<file path="config.mk">
export PLATFORM = sky130hd
export DESIGN_NAME = fpr_top
export DESIGN_NICKNAME = d
export VERILOG_FILES = /design/src/hw/fpr_sync.v /design/src/hw/fpr_top.v
export VERILOG_INCLUDE_DIRS = /design/src /design/src/inc
export SDC_FILE = /design/constraint.sdc
export NUM_CORES = 1
export LEC_CHECK = 0
export ABC_CLOCK_PERIOD_IN_PS = 2800
export BUFFER_PORTS_ARGS = -buffer_cell sky130_fd_sc_hd__buf_2
export CORE_MARGIN = 10
export CORE_UTILIZATION = 50
export DETAILED_ROUTE_END_ITERATION = 12
export PLACE_DENSITY = 0.75
export SYNTH_ARGS = -nofsm -noshare
export SYNTH_HDL_FRONTEND = slang
export SYNTH_HIERARCHICAL = 1
export SYNTH_SLANG_ARGS = --single-unit
</file>
<file path="constraint.sdc">
create_clock -name ref_clk_i -period 2.8 [get_ports ref_clk_i]
set_clock_uncertainty 0.1 [all_clocks]
set_input_delay 0.56 -clock ref_clk_i [delete_from_list [all_inputs] [get_ports ref_clk_i]]
set_output_delay 0.56 -clock ref_clk_i [all_outputs]
set_load 0.1 [all_outputs]
</file>
<file path="src/inc/fpr_map.vh">
`ifndef FPR_MAP_VH
`define FPR_MAP_VH

// Clock rate and button debounce time.
`define FPR_CLK_MHZ        50
`define FPR_DEB_TIME_US    10000
`define FPR_DEB_CYCLES     (`FPR_DEB_TIME_US * `FPR_CLK_MHZ)

// Register offsets (byte addresses).
`define FPR_REG_CTRL       8'h00
`define FPR_REG_STATUS     8'h04
`define FPR_REG_MASK       8'h08
`define FPR_REG_STATE      8'h0C

// Control register fields and reset value.
`define FPR_CTRL_ABORT_EN  0
`define FPR_CTRL_W         1
`define FPR_CTRL_RST       1'h1

// Event bits shared by the status and mask registers.
`define FPR_EVT_ABORT      0
`define FPR_EVT_FAIL       1
`define FPR_EVT_RSTBTN     2
`define FPR_EVT_W          3
`define FPR_EVT_RST        3'h0

// Synchronised input vector layout.
`define FPR_IN_RSTBTN_N    0
`define FPR_IN_ABORT_N     1
`define FPR_IN_POR_N       2
`define FPR_IN_VLRST_N     3
`define FPR_IN_SYSCTL      4
`define FPR_IN_FAIL        5
`define FPR_IN_CPUACT_N    6
`define FPR_IN_LAN         7
`define FPR_IN_SCSI        8
`define FPR_IN_VMEM        9
`define FPR_IN_VMES        10
`define FPR_IN_SYSRST_N    11
`define FPR_IN_W           12
// Idle level of every input: active-low lines rest high.
`define FPR_IN_IDLE        12'h84F

`endif
</file>
<file path="src/hw/fpr_sync.v">
`timescale 1ns/1ps
`default_nettype none

module fpr_sync #(
    parameter integer WIDTH = 1,
    parameter [WIDTH-1:0] IDLE = {WIDTH{1'b0}}
) (
    input  wire             ref_clk_i,
    input  wire             arst_n_i,
    input  wire [WIDTH-1:0] async_i,
    output wire [WIDTH-1:0] sync_o
);

    genvar g;
    generate
        for (g = 0; g < WIDTH; g = g + 1) begin : g_bit
            reg meta_q;
            reg sync_q;
            // The first stage feeds only the second stage.
            always @(posedge ref_clk_i or negedge arst_n_i) begin
                if (!arst_n_i) begin
                    meta_q <= IDLE[g];
                    sync_q <= IDLE[g];
                end else begin
                    meta_q <= async_i[g];
                    sync_q <= meta_q;
                end
            end
            assign sync_o[g] = sync_q;
        end
    endgenerate

endmodule // fpr_sync

`default_nettype wire

</file>
<file path="src/hw/fpr_top.v">
// Overview of operation
// RULE1: Button as system controller resets all devices and drives SYSRESET.
// RULE2: Button as non-controller resets all except DRAM controller and corrector.
// RULE3: Local reset combines VMEbus unit reset, power-up reset and button.
// RULE4: Abort button raises the top-priority interrupt toward processor 0.
// RULE5: A software-writable abort enable bit gates that interrupt.
// RULE6: Fail indicator lit exactly while the board fail line is active.
// RULE7: Controller indicator lit while the VMEbus unit is system controller.
// RULE8: Run indicator lit while the processor bus activity line is low.
// RULE9: Network indicator lit while Ethernet controller masters peripheral bus.
// RULE10: VMEbus indicator lit while mastering or being accessed over VMEbus.
// RULE11: SCSI indicator lit while SCSI controller masters peripheral bus.
// RULE12: Local reset held while any source is active, released when all clear.
//
// Decided for this implementation: the strobed register port and the address map.
`timescale 1ns/1ps
`default_nettype none
`include "fpr_map.vh"

module fpr_top #(
    parameter integer DEB_CYCLES = `FPR_DEB_CYCLES,
    parameter integer DEB_W      = 20
) (
    input  wire        ref_clk_i,
    input  wire        arst_n_i,
    // Register port.
    input  wire [7:0]  reg_addr_i,
    input  wire [31:0] reg_wdata_i,
    input  wire        reg_wr_i,
    input  wire        reg_rd_i,
    output wire [31:0] reg_rdata_o,
    output wire        irq_o,
    // Operator buttons, pressed low.
    input  wire        reset_btn_n_i,
    input  wire        abort_btn_n_i,
    // Reset sources and targets.
    input  wire        por_n_i,
    input  wire        vme_local_reset_n_i,
    output wire        local_reset_n_o,
    output wire        dram_reset_n_o,
    // VMEbus SYSRESET open-drain line.
    input  wire        sysreset_n_i,
    output wire        sysreset_n_o,
    output wire        sysreset_oe_o,
    // Abort interrupt toward processor 0, active low.
    output wire        cpu0_nmi_n_o,
    // Board state for the indicators.
    input  wire        vme_sysctl_i,
    input  wire        board_fail_line_i,
    input  wire        cpu_bus_activity_n_i,
    input  wire        lan_bus_master_i,
    input  wire        scsi_bus_master_i,
    input  wire        vme_master_i,
    input  wire        vme_slave_access_i,
    // Indicators, high lights the lamp.
    output wire        fail_led_o,
    output wire        sysctl_indicator_o,
    output wire        run_led_o,
    output wire        lan_led_o,
    output wire        vme_led_o,
    output wire        scsi_led_o
);

    wire [`FPR_IN_W-1:0] raw_in;
    wire [`FPR_IN_W-1:0] syn;

    assign raw_in[`FPR_IN_RSTBTN_N] = reset_btn_n_i;
    assign raw_in[`FPR_IN_ABORT_N]  = abort_btn_n_i;
    assign raw_in[`FPR_IN_POR_N]    = por_n_i;
    assign raw_in[`FPR_IN_VLRST_N]  = vme_local_reset_n_i;
    assign raw_in[`FPR_IN_SYSCTL]   = vme_sysctl_i;
    assign raw_in[`FPR_IN_FAIL]     = board_fail_line_i;
    assign raw_in[`FPR_IN_CPUACT_N] = cpu_bus_activity_n_i;
    assign raw_in[`FPR_IN_LAN]      = lan_bus_master_i;
    assign raw_in[`FPR_IN_SCSI]     = scsi_bus_master_i;
    assign raw_in[`FPR_IN_VMEM]     = vme_master_i;
    assign raw_in[`FPR_IN_VMES]     = vme_slave_access_i;
    assign raw_in[`FPR_IN_SYSRST_N] = sysreset_n_i;

    fpr_sync #(
        .WIDTH (`FPR_IN_W),
        .IDLE  (`FPR_IN_IDLE)
    ) u_sync (
        .ref_clk_i (ref_clk_i),
        .arst_n_i  (arst_n_i),
        .async_i   (raw_in),
        .sync_o    (syn)
    );

    // Button debounce. A press must hold steady for the whole debounce
    // time before it counts, so contact bounce cannot pulse the reset.
    // DEB_W must be wide enough for DEB_CYCLES - 1, or DEB_LAST is cut to DEB_W
    // bits, the counter matches early and the press counts too soon.
    localparam integer     DEB_LAST_I = DEB_CYCLES - 1;
    localparam [DEB_W-1:0] DEB_LAST   = DEB_LAST_I[DEB_W-1:0];

    wire [1:0] btn_raw;
    wire [1:0] btn_db;

    assign btn_raw[0] = ~syn[`FPR_IN_RSTBTN_N];
    assign btn_raw[1] = ~syn[`FPR_IN_ABORT_N];

    genvar b;
    generate
        for (b = 0; b < 2; b = b + 1) begin : g_deb
            reg [DEB_W-1:0] cnt_q;
            reg             stable_q;
            always @(posedge ref_clk_i or negedge arst_n_i) begin
                if (!arst_n_i) begin
                    cnt_q    <= {DEB_W{1'b0}};
                    stable_q <= 1'b0;
                end else if (btn_raw[b] == stable_q) begin
                    cnt_q <= {DEB_W{1'b0}};
                end else if (cnt_q == DEB_LAST) begin
                    cnt_q    <= {DEB_W{1'b0}};
                    stable_q <= btn_raw[b];
                end else begin
                    cnt_q <= cnt_q + {{(DEB_W-1){1'b0}}, 1'b1};
                end
            end
            assign btn_db[b] = stable_q;
        end
    endgenerate

    wire rst_btn   = btn_db[0];
    wire abort_btn = btn_db[1];
    wire sysctl    = syn[`FPR_IN_SYSCTL];
    wire por_act   = ~syn[`FPR_IN_POR_N];
    wire vlrst_act = ~syn[`FPR_IN_VLRST_N];

    // Registers.
    reg [`FPR_CTRL_W-1:0] ctrl_q;
    reg [`FPR_EVT_W-1:0]  status_q;
    reg [`FPR_EVT_W-1:0]  status_d;
    reg [`FPR_EVT_W-1:0]  mask_q;
    reg [31:0]            rdata_q;
    reg [31:0]            rdata_d;
    reg                   irq_q;

    // Outputs and edge history.
    reg local_rst_n_q;
    reg dram_rst_n_q;
    reg sysrst_oe_q;
    reg sysrst_out_q;
    reg nmi_n_q;
    reg fail_q;
    reg sysctl_q;
    reg run_q;
    reg lan_q;
    reg vme_q;
    reg scsi_q;
    reg abort_prev_q;
    reg fail_prev_q;
    reg rstbtn_prev_q;

    wire abort_en = ctrl_q[`FPR_CTRL_ABORT_EN];
    wire wr_ctrl  = reg_wr_i && (reg_addr_i == `FPR_REG_CTRL);
    wire wr_stat  = reg_wr_i && (reg_addr_i == `FPR_REG_STATUS);
    wire wr_mask  = reg_wr_i && (reg_addr_i == `FPR_REG_MASK);

    wire [`FPR_EVT_W-1:0] evt;
    assign evt[`FPR_EVT_ABORT]  = abort_btn & ~abort_prev_q;
    assign evt[`FPR_EVT_FAIL]   = syn[`FPR_IN_FAIL] & ~fail_prev_q;
    assign evt[`FPR_EVT_RSTBTN] = rst_btn & ~rstbtn_prev_q;

    // A new event wins over a write-one clear in the same cycle.
    always @* begin
        status_d = status_q;
        if (wr_stat) begin
            status_d = status_q & ~reg_wdata_i[`FPR_EVT_W-1:0];
        end
        status_d = status_d | evt;
    end

    always @* begin
        rdata_d = 32'h00000000;
        if (reg_rd_i) begin
            case (reg_addr_i)
                `FPR_REG_CTRL: begin
                    rdata_d[`FPR_CTRL_W-1:0] = ctrl_q;
                end
                `FPR_REG_STATUS: begin
                    rdata_d[`FPR_EVT_W-1:0] = status_q;
                end
                `FPR_REG_MASK: begin
                    rdata_d[`FPR_EVT_W-1:0] = mask_q;
                end
                // State bits read one when active, whatever the pin sense.
                `FPR_REG_STATE: begin
                    rdata_d[11:0] = {~syn[`FPR_IN_SYSRST_N], abort_btn,
                                     rst_btn, ~dram_rst_n_q,
                                     ~local_rst_n_q, scsi_q, vme_q,
                                     lan_q, run_q, sysctl_q, fail_q,
                                     sysrst_oe_q};
                end
                default: begin
                    rdata_d = 32'h00000000;
                end
            endcase
        end
    end

    always @(posedge ref_clk_i or negedge arst_n_i) begin
        if (!arst_n_i) begin
            ctrl_q   <= `FPR_CTRL_RST;
            status_q <= `FPR_EVT_RST;
            mask_q   <= `FPR_EVT_RST;
            rdata_q  <= 32'h00000000;
            irq_q    <= 1'b0;
        end else begin
            // Abort enable control.
            // RULE5: software abort gate
            if (wr_ctrl) begin
                ctrl_q <= reg_wdata_i[`FPR_CTRL_W-1:0];
            end
            if (wr_mask) begin
                mask_q <= reg_wdata_i[`FPR_EVT_W-1:0];
            end
            status_q <= status_d;
            rdata_q  <= rdata_d;
            irq_q    <= |(status_d & mask_q);
        end
    end

    // Reset generation. The local reset is held low during our own reset
    // so downstream logic never runs ahead of this controller.
    always @(posedge ref_clk_i or negedge arst_n_i) begin
        if (!arst_n_i) begin
            local_rst_n_q <= 1'b0;
            dram_rst_n_q  <= 1'b0;
            sysrst_oe_q   <= 1'b0;
            sysrst_out_q  <= 1'b0;
            rstbtn_prev_q <= 1'b0;
        end else begin
            rstbtn_prev_q <= rst_btn;
            // RULE3: three-source reset
            // RULE12: hold while any active
            local_rst_n_q <= ~(rst_btn | por_act | vlrst_act);
            // RULE2: DRAM spared off-controller
            dram_rst_n_q  <= ~((rst_btn & sysctl) | por_act | vlrst_act);
            // The backplane line is open drain: its level stays low and only
            // the enable moves, so we never drive it high against a peer.
            // RULE1: drive bus reset
            sysrst_oe_q   <= rst_btn & sysctl;
            sysrst_out_q  <= 1'b0;
        end
    end

    // Abort interrupt, held while the button is down and enabled.
    always @(posedge ref_clk_i or negedge arst_n_i) begin
        if (!arst_n_i) begin
            nmi_n_q      <= 1'b1;
            abort_prev_q <= 1'b0;
        end else begin
            abort_prev_q <= abort_btn;
            // RULE4: abort interrupt
            nmi_n_q      <= ~(abort_btn & abort_en);
        end
    end

    // Indicators.
    always @(posedge ref_clk_i or negedge arst_n_i) begin
        if (!arst_n_i) begin
            fail_q      <= 1'b0;
            sysctl_q    <= 1'b0;
            run_q       <= 1'b0;
            lan_q       <= 1'b0;
            vme_q       <= 1'b0;
            scsi_q      <= 1'b0;
            fail_prev_q <= 1'b0;
        end else begin
            fail_prev_q <= syn[`FPR_IN_FAIL];
            // RULE6: fail lamp
            fail_q   <= syn[`FPR_IN_FAIL];
            // RULE7: controller lamp
            sysctl_q <= sysctl;
            // RULE8: run lamp
            run_q    <= ~syn[`FPR_IN_CPUACT_N];
            // RULE9: network lamp
            lan_q    <= syn[`FPR_IN_LAN];
            // RULE10: VMEbus lamp
            vme_q    <= syn[`FPR_IN_VMEM] | syn[`FPR_IN_VMES];
            // RULE11: SCSI lamp
            scsi_q   <= syn[`FPR_IN_SCSI];
        end
    end

    assign reg_rdata_o        = rdata_q;
    assign irq_o              = irq_q;
    assign local_reset_n_o    = local_rst_n_q;
    assign dram_reset_n_o     = dram_rst_n_q;
    assign sysreset_n_o       = sysrst_out_q;
    assign sysreset_oe_o      = sysrst_oe_q;
    assign cpu0_nmi_n_o       = nmi_n_q;
    assign fail_led_o         = fail_q;
    assign sysctl_indicator_o = sysctl_q;
    assign run_led_o          = run_q;
    assign lan_led_o          = lan_q;
    assign vme_led_o          = vme_q;
    assign scsi_led_o         = scsi_q;

endmodule // fpr_top

`default_nettype wire

</file>
======== Yosys cells after proc, flatten, opt, wreduce, memory -nomap -nowiden ========
Cells that the tools add are included.
W data, S select, Z words.
word-level totals
  register bits ........................... 118
  latch bits .............................. 0
  bits in writable memories ............... 0
  bits in read-only memories .............. 0
  word-level logic and storage cells ...... 100
  memories ................................ 0
operators by class
  add/subtract/negate cells ............... 2
  multipliers ............................. 0
  div/mod/pow operators ................... 0
  order comparisons ....................... 0
  equality and inequality tests ........... 7
  shift operators ......................... 0
  muxes and demuxes ....................... 9
  bitwise operators ....................... 30
  reductions and logical operators ........ 7
operators with widths
  cell                     number
  $mux W20                 4
  $add A20 B1 Y20 const B  2
  $eq A20 B19 Y1 const B   2
  $eq A8 B4 Y1 const B     2
  $not A1 Y1               16
  $mux W12                 1
  $mux W9                  1
  $eq A8 B3 Y1 const B     1
  $logic_not A8 Y1         1
  $and A3 B3 Y3            2
  $pmux W2 S3              1
  $and A1 B1 Y1            5
  $or A1 B1 Y1             5
  $pmux W1 S4              1
  $reduce_and A2 Y1        2
  $logic_and A1 B1 Y1      3
  $mux W3                  1
  $not A3 Y3               1
  $or A3 B3 Y3             1
  $reduce_or A3 Y1         1
  $eq A1 B1 Y1             2

======== Depth between registers and ports, before layout ========
  depth in word-level cells ............... 6
  depth in mapped cells ................... 6
  mapped depth without buffers ............ 5

======== By module ========
The synthesis kept the hierarchy.
by module, submodules not included
  module    instances  cells an instance  area an instance (µm²)  seq. area each (µm²)
  fpr_top   1          331                3,469.6                 1,854.3
  fpr_sync  1          36                 705.7                   615.6

======== Worst setup path after synthesis ========
Ideal clock, no wire load.
  path kind ............................... in2reg
  from .................................... input port reg_addr_i[3]
  to ...................................... register irq_q, in the netlist irq_o
  setup time .............................. 0.126 ns
  arrival time ............................ 2.043 ns
  required time ........................... 2.574 ns
  path slack .............................. 0.531 ns
  stages .................................. 5
  cells stage by stage .................... clkbuf_1 or4b_2 o31ai_1 o21ai_0 a221o_1
on the way
  word-level cells in the longest chain between the ends .. 6
ends and longest elaborated chain
  what                    line           text
  start: declaration      fpr_top.v:27   input wire [7:0] reg_addr_i,
  $eq A8 B3 Y1            -
  $logic_and A1 B1 Y1     fpr_top.v:158  wire wr_stat = reg_wr_i && (reg_addr_i == `FPR_REG_STATUS);
  $mux W3                 fpr_top.v:169  if (wr_stat) begin
  $or A3 B3 Y3            fpr_top.v:172  status_d = status_d | evt;
  named net status_d[1]   fpr_top.v:134  reg [`FPR_EVT_W-1:0] status_d;
  $and A3 B3 Y3           fpr_top.v:221  irq_q <= |(status_d & mask_q);
  $reduce_or A3 Y1        fpr_top.v:221
  end signal: assignment  fpr_top.v:221
  end: declaration        fpr_top.v:138  reg irq_q;
The timed path passes the listed nets, and every way through them passes these cells.
A chain may end at the register's enable or synchronous reset.

======== Final worst setup path ========
  from .................................... register g_deb[1].cnt_q[7]
  to ...................................... register g_deb[1].cnt_q[15]
on the way
  word-level cells in the longest chain between the ends .. 3
  elaborated cells on any way between the ends .. 4
  classes of those cells .................. add/sub: 1; eq/ne: 1; mux: 2
ends and longest elaborated chain
  what                                               line                          text
  start: declaration                                 fpr_top.v:106                 reg [DEB_W-1:0] cnt_q;
  start signal: assignment                           fpr_top.v:110                 cnt_q <= {DEB_W{1'b0}};
  start signal: assignment                           fpr_top.v:113                 cnt_q <= {DEB_W{1'b0}};
  start signal: assignment                           fpr_top.v:115                 cnt_q <= {DEB_W{1'b0}};
  $add A20 B1 Y20 or $eq A20 B19 Y1 (tied branches)  fpr_top.v:118, fpr_top.v:114
  $mux W20 *                                         fpr_top.v:114                 end else if (cnt_q == DEB_LAST) begin
  $mux W20 *                                         fpr_top.v:112                 end else if (btn_raw[b] == stable_q) begin
Every way passes the cells marked *; elsewhere a longest branch is shown, timed or not.

==> results.py <==
metrics = {
    "timing": {
        "min_period_ps": 2190,
        "timing.final.crit_share_pct": 78.2,
        "tns_ps": 0,
        "drv_slew": 0,
        "maxSlewHeadroom_pct": 58.9,
        "fin_ws_ps": 611,
        "fin_hold_ws_ps": 82.9,
        "final_hold_viol_count": 0,
        "rsz0062_at_grt": "no",
        "clock.fmax_mhz": 457,
        "setup_violations": 0,
        "tightest_slew_ps": 616,
    },
    "final_layout": {
        "post-route-util_pct": 56.1,
        "num_antenna_cells": 0,
        "final-seq-area_sq_mm": 0.00247,
        "stdcell_area_sq_mm": 0.00458,
        "layout-drive-gt1-share_pct": 23.6,
        "final_cells": 520,
        "fin_nets": 468,
        "area_growth_pct": 9.80,
        "fill_cells": 701,
        "multi_input_area_sq_mm": 0.00147,
    },
    "power": {
        "total_power_mw": 2.64,
        "total_leakage_power_nw": 2.06,
        "ir_drop_mv": 0.293,
        "power.density_mw_per_mm2": 575,
    },
    "global_route": {
        "grt_pass1_vias": 2820,
        "grtUsageMet3_pct": 3.44,
        "antenna_found_initial": 0,
        "gr-usage-met1_pct": 14.8,
        "grt_pass1_wl_mm": 13.3,
        "grt.met2_usage_pct": 21.1,
        "grt_max_degree": 52,
        "overflow": 0,
        "grt_use_total_pct": 12.6,
        "grt_busiest_layer": "met2",
    },
    "critical_path": {
        "cp_max_fo": 10,
        "cp.required_ps": 2990,
        "cp-end-kind": "flop",
        "path_class": "reg2reg",
        "crit_arrival_ps": 2380,
        "critPathLaunchType": "flop",
    },
    "yosys": {
        "ys_warn_count": 6,
        "synth_edf_count": 0,
        "synth_cell_types": 44,
        "synth.avg_cell_area_sq_um": 11.4,
        "synthesis.area_sq_mm": 0.00418,
        "synth-async-reset-ratio_pct": 100,
        "synth_cells": 367,
        "ys_seq_elements": 98,
        "yosysSeqAreaShare_pct": 59.2,
        "synth_ff_type": "dfrtp_1",
    },
    "clocking": {
        "insertion_delay_ps": 370,
        "path_clk_slew_ps": 110,
        "cts-hold-fix-buffers": 0,
        "htree_levels": 3,
        "cts_tree": "built",
        "ctsResizeCount": 0,
        "clkSinkCount": 98,
        "numCtsBuffers": 9,
        "root_buffer": "clkbuf_8",
        "cts_max_path_buffers": 2,
        "cts_setup_buffers": 0,
    },
    "floorplanning": {
        "die_area_sq_mm": 0.0124,
        "rows": 33,
        "num_io_pins": 100,
        "core_area_sq_mm": 0.00818,
        "die_y_um": 111,
        "start_util_pct": 51.1,
        "die_w_um": 111,
    },
    "placement": {
        "io_buffers": 49,
        "gp_congestion": 0.836,
        "post-place-ws_ps": 424,
        "placed_area_sq_mm": 0.00439,
        "dpl.cell_count": 504,
        "hpwl_mm": 5.50,
    },
    "hold_path": {
        "hold_class": "in2async",
    },
    "routing": {
        "routed_wl_mm": 7.68,
        "remaining_drc_errors": 0,
        "drtAntennaViolNets": 0,
        "vias": 2751,
        "vias_per_cell": 5.29,
        "dr.pass1.iters": 4,
        "drt_iter0_drc": 110,
        "wl_per_cell_um": 14.8,
    },
    "run_status": {
        "outcome": "complete, no violations",
    },
    "run": {
        "drv_cap": 0,
    },
}
cell families after synthesis:
kind of cell	Yosys count	synth area share, %
AOI/OAI and AO/OA	33	5.51
xor gates and xnor gates	28	5.87
adders and majority gates	2	0.599
buffers and inverters	49	7.46
DFF	98	59.2
muxes	9	2.64
other	1	0.0898
and+or+nand+nor	147	18.7
path summary, 6_finish.rpt:
check	start	end	slack [ps]	depth (start not counted)
worst min-delay path	arst_n_i	g_deb[0].cnt_q[4]	80	1
min in group ref_clk_i	cpu_bus_activity_n_i	u_sync/g_bit[6].meta_q	180	1
worst max-delay path	g_deb[1].cnt_q[7]	g_deb[1].cnt_q[15]	610	4
worst min register to register	u_sync/g_bit[5].meta_q	u_sync/g_bit[5].sync_q	260	0
worst max register to register	g_deb[1].cnt_q[7]	g_deb[1].cnt_q[15]	610	4
max in group asynchronous	arst_n_i	u_sync/g_bit[2].sync_q	1760	2
flip-flops by register name, indices dropped and copies added (netlist names), 3 cells and up:
signal	flops
reg_rdata_o	12
status_q	3
g_deb.cnt_q	40
mask_q	3
u_sync/g_bit.meta_q	12
u_sync/g_bit.sync_q	12
cell type report:
type,instances,share of cell area (%)
sequential,98,53.9
multi-input combinational,240,32.0
timing repair buffer,53,6.33
tap,105,2.87
clock buffer,9,2.70
clock inverter,7,1.53
inverter,8,0.655
layer usage:
layer,part of all wire (%),vias to the layer above
met4,1.5,0
met5,0,-
li1,-,1308
met2,51,63
met3,5.0,13
met1,43,1367
cells in the final DEF (no fill, tap or decap), types with 8 or more instances in the layout:
| cell | n |
|---|---|
| nand2_1 | 20 |
| xor2_1 | 8 |
| dfstp_2 | 14 |
| buf_2 | 48 |
| nand4_1 | 9 |
| clkbuf_8 | 9 |
| nand3_1 | 18 |
| dfrtp_1 | 84 |
| nor2_1 | 42 |
| and2_1 | 9 |
| inv_1 | 8 |
| conb_1 | 21 |
| nor4_1 | 11 |
| a21oi_1 | 10 |
| xnor2_1 | 20 |
where the power goes:
group | internal [mW] | switching [mW]
Clock | 0.346 | 0.537
Sequential | 1.46 | 0.0193
Combinational | 0.0423 | 0.238
Total | 1.84 | 0.794
cells in the mapped netlist (3+ instances only):
master	count	area, sq um
dfrtp_1	84	2100
nor2b_1	4	25.0
nor3_1	7	35.0
nand3_1	18	90.1
and2_1	9	56.3
buf_2	3	15.0
xnor2_1	20	175
mux2_2	6	67.6
inv_1	8	30.0
o21ai_0	6	30.0
nor2_1	42	158
or3_1	5	31.3
dfstp_2	14	368
nor4_1	11	68.8
o31ai_1	7	52.6
nand4_1	9	56.3
xor2_1	8	70.1
nand2_1	20	75.1
clkbuf_1	5	18.8
buf_4	33	248
or4_1	7	52.6
a21oi_1	10	50.1
critical path, stage by stage (launching register included):
cell and delay [ps]:
dfrtp_1 460, nand4_1 180, or4_1 710, or4_1 520
a21oi_1 160
Power figures use the tool's default switching activity.
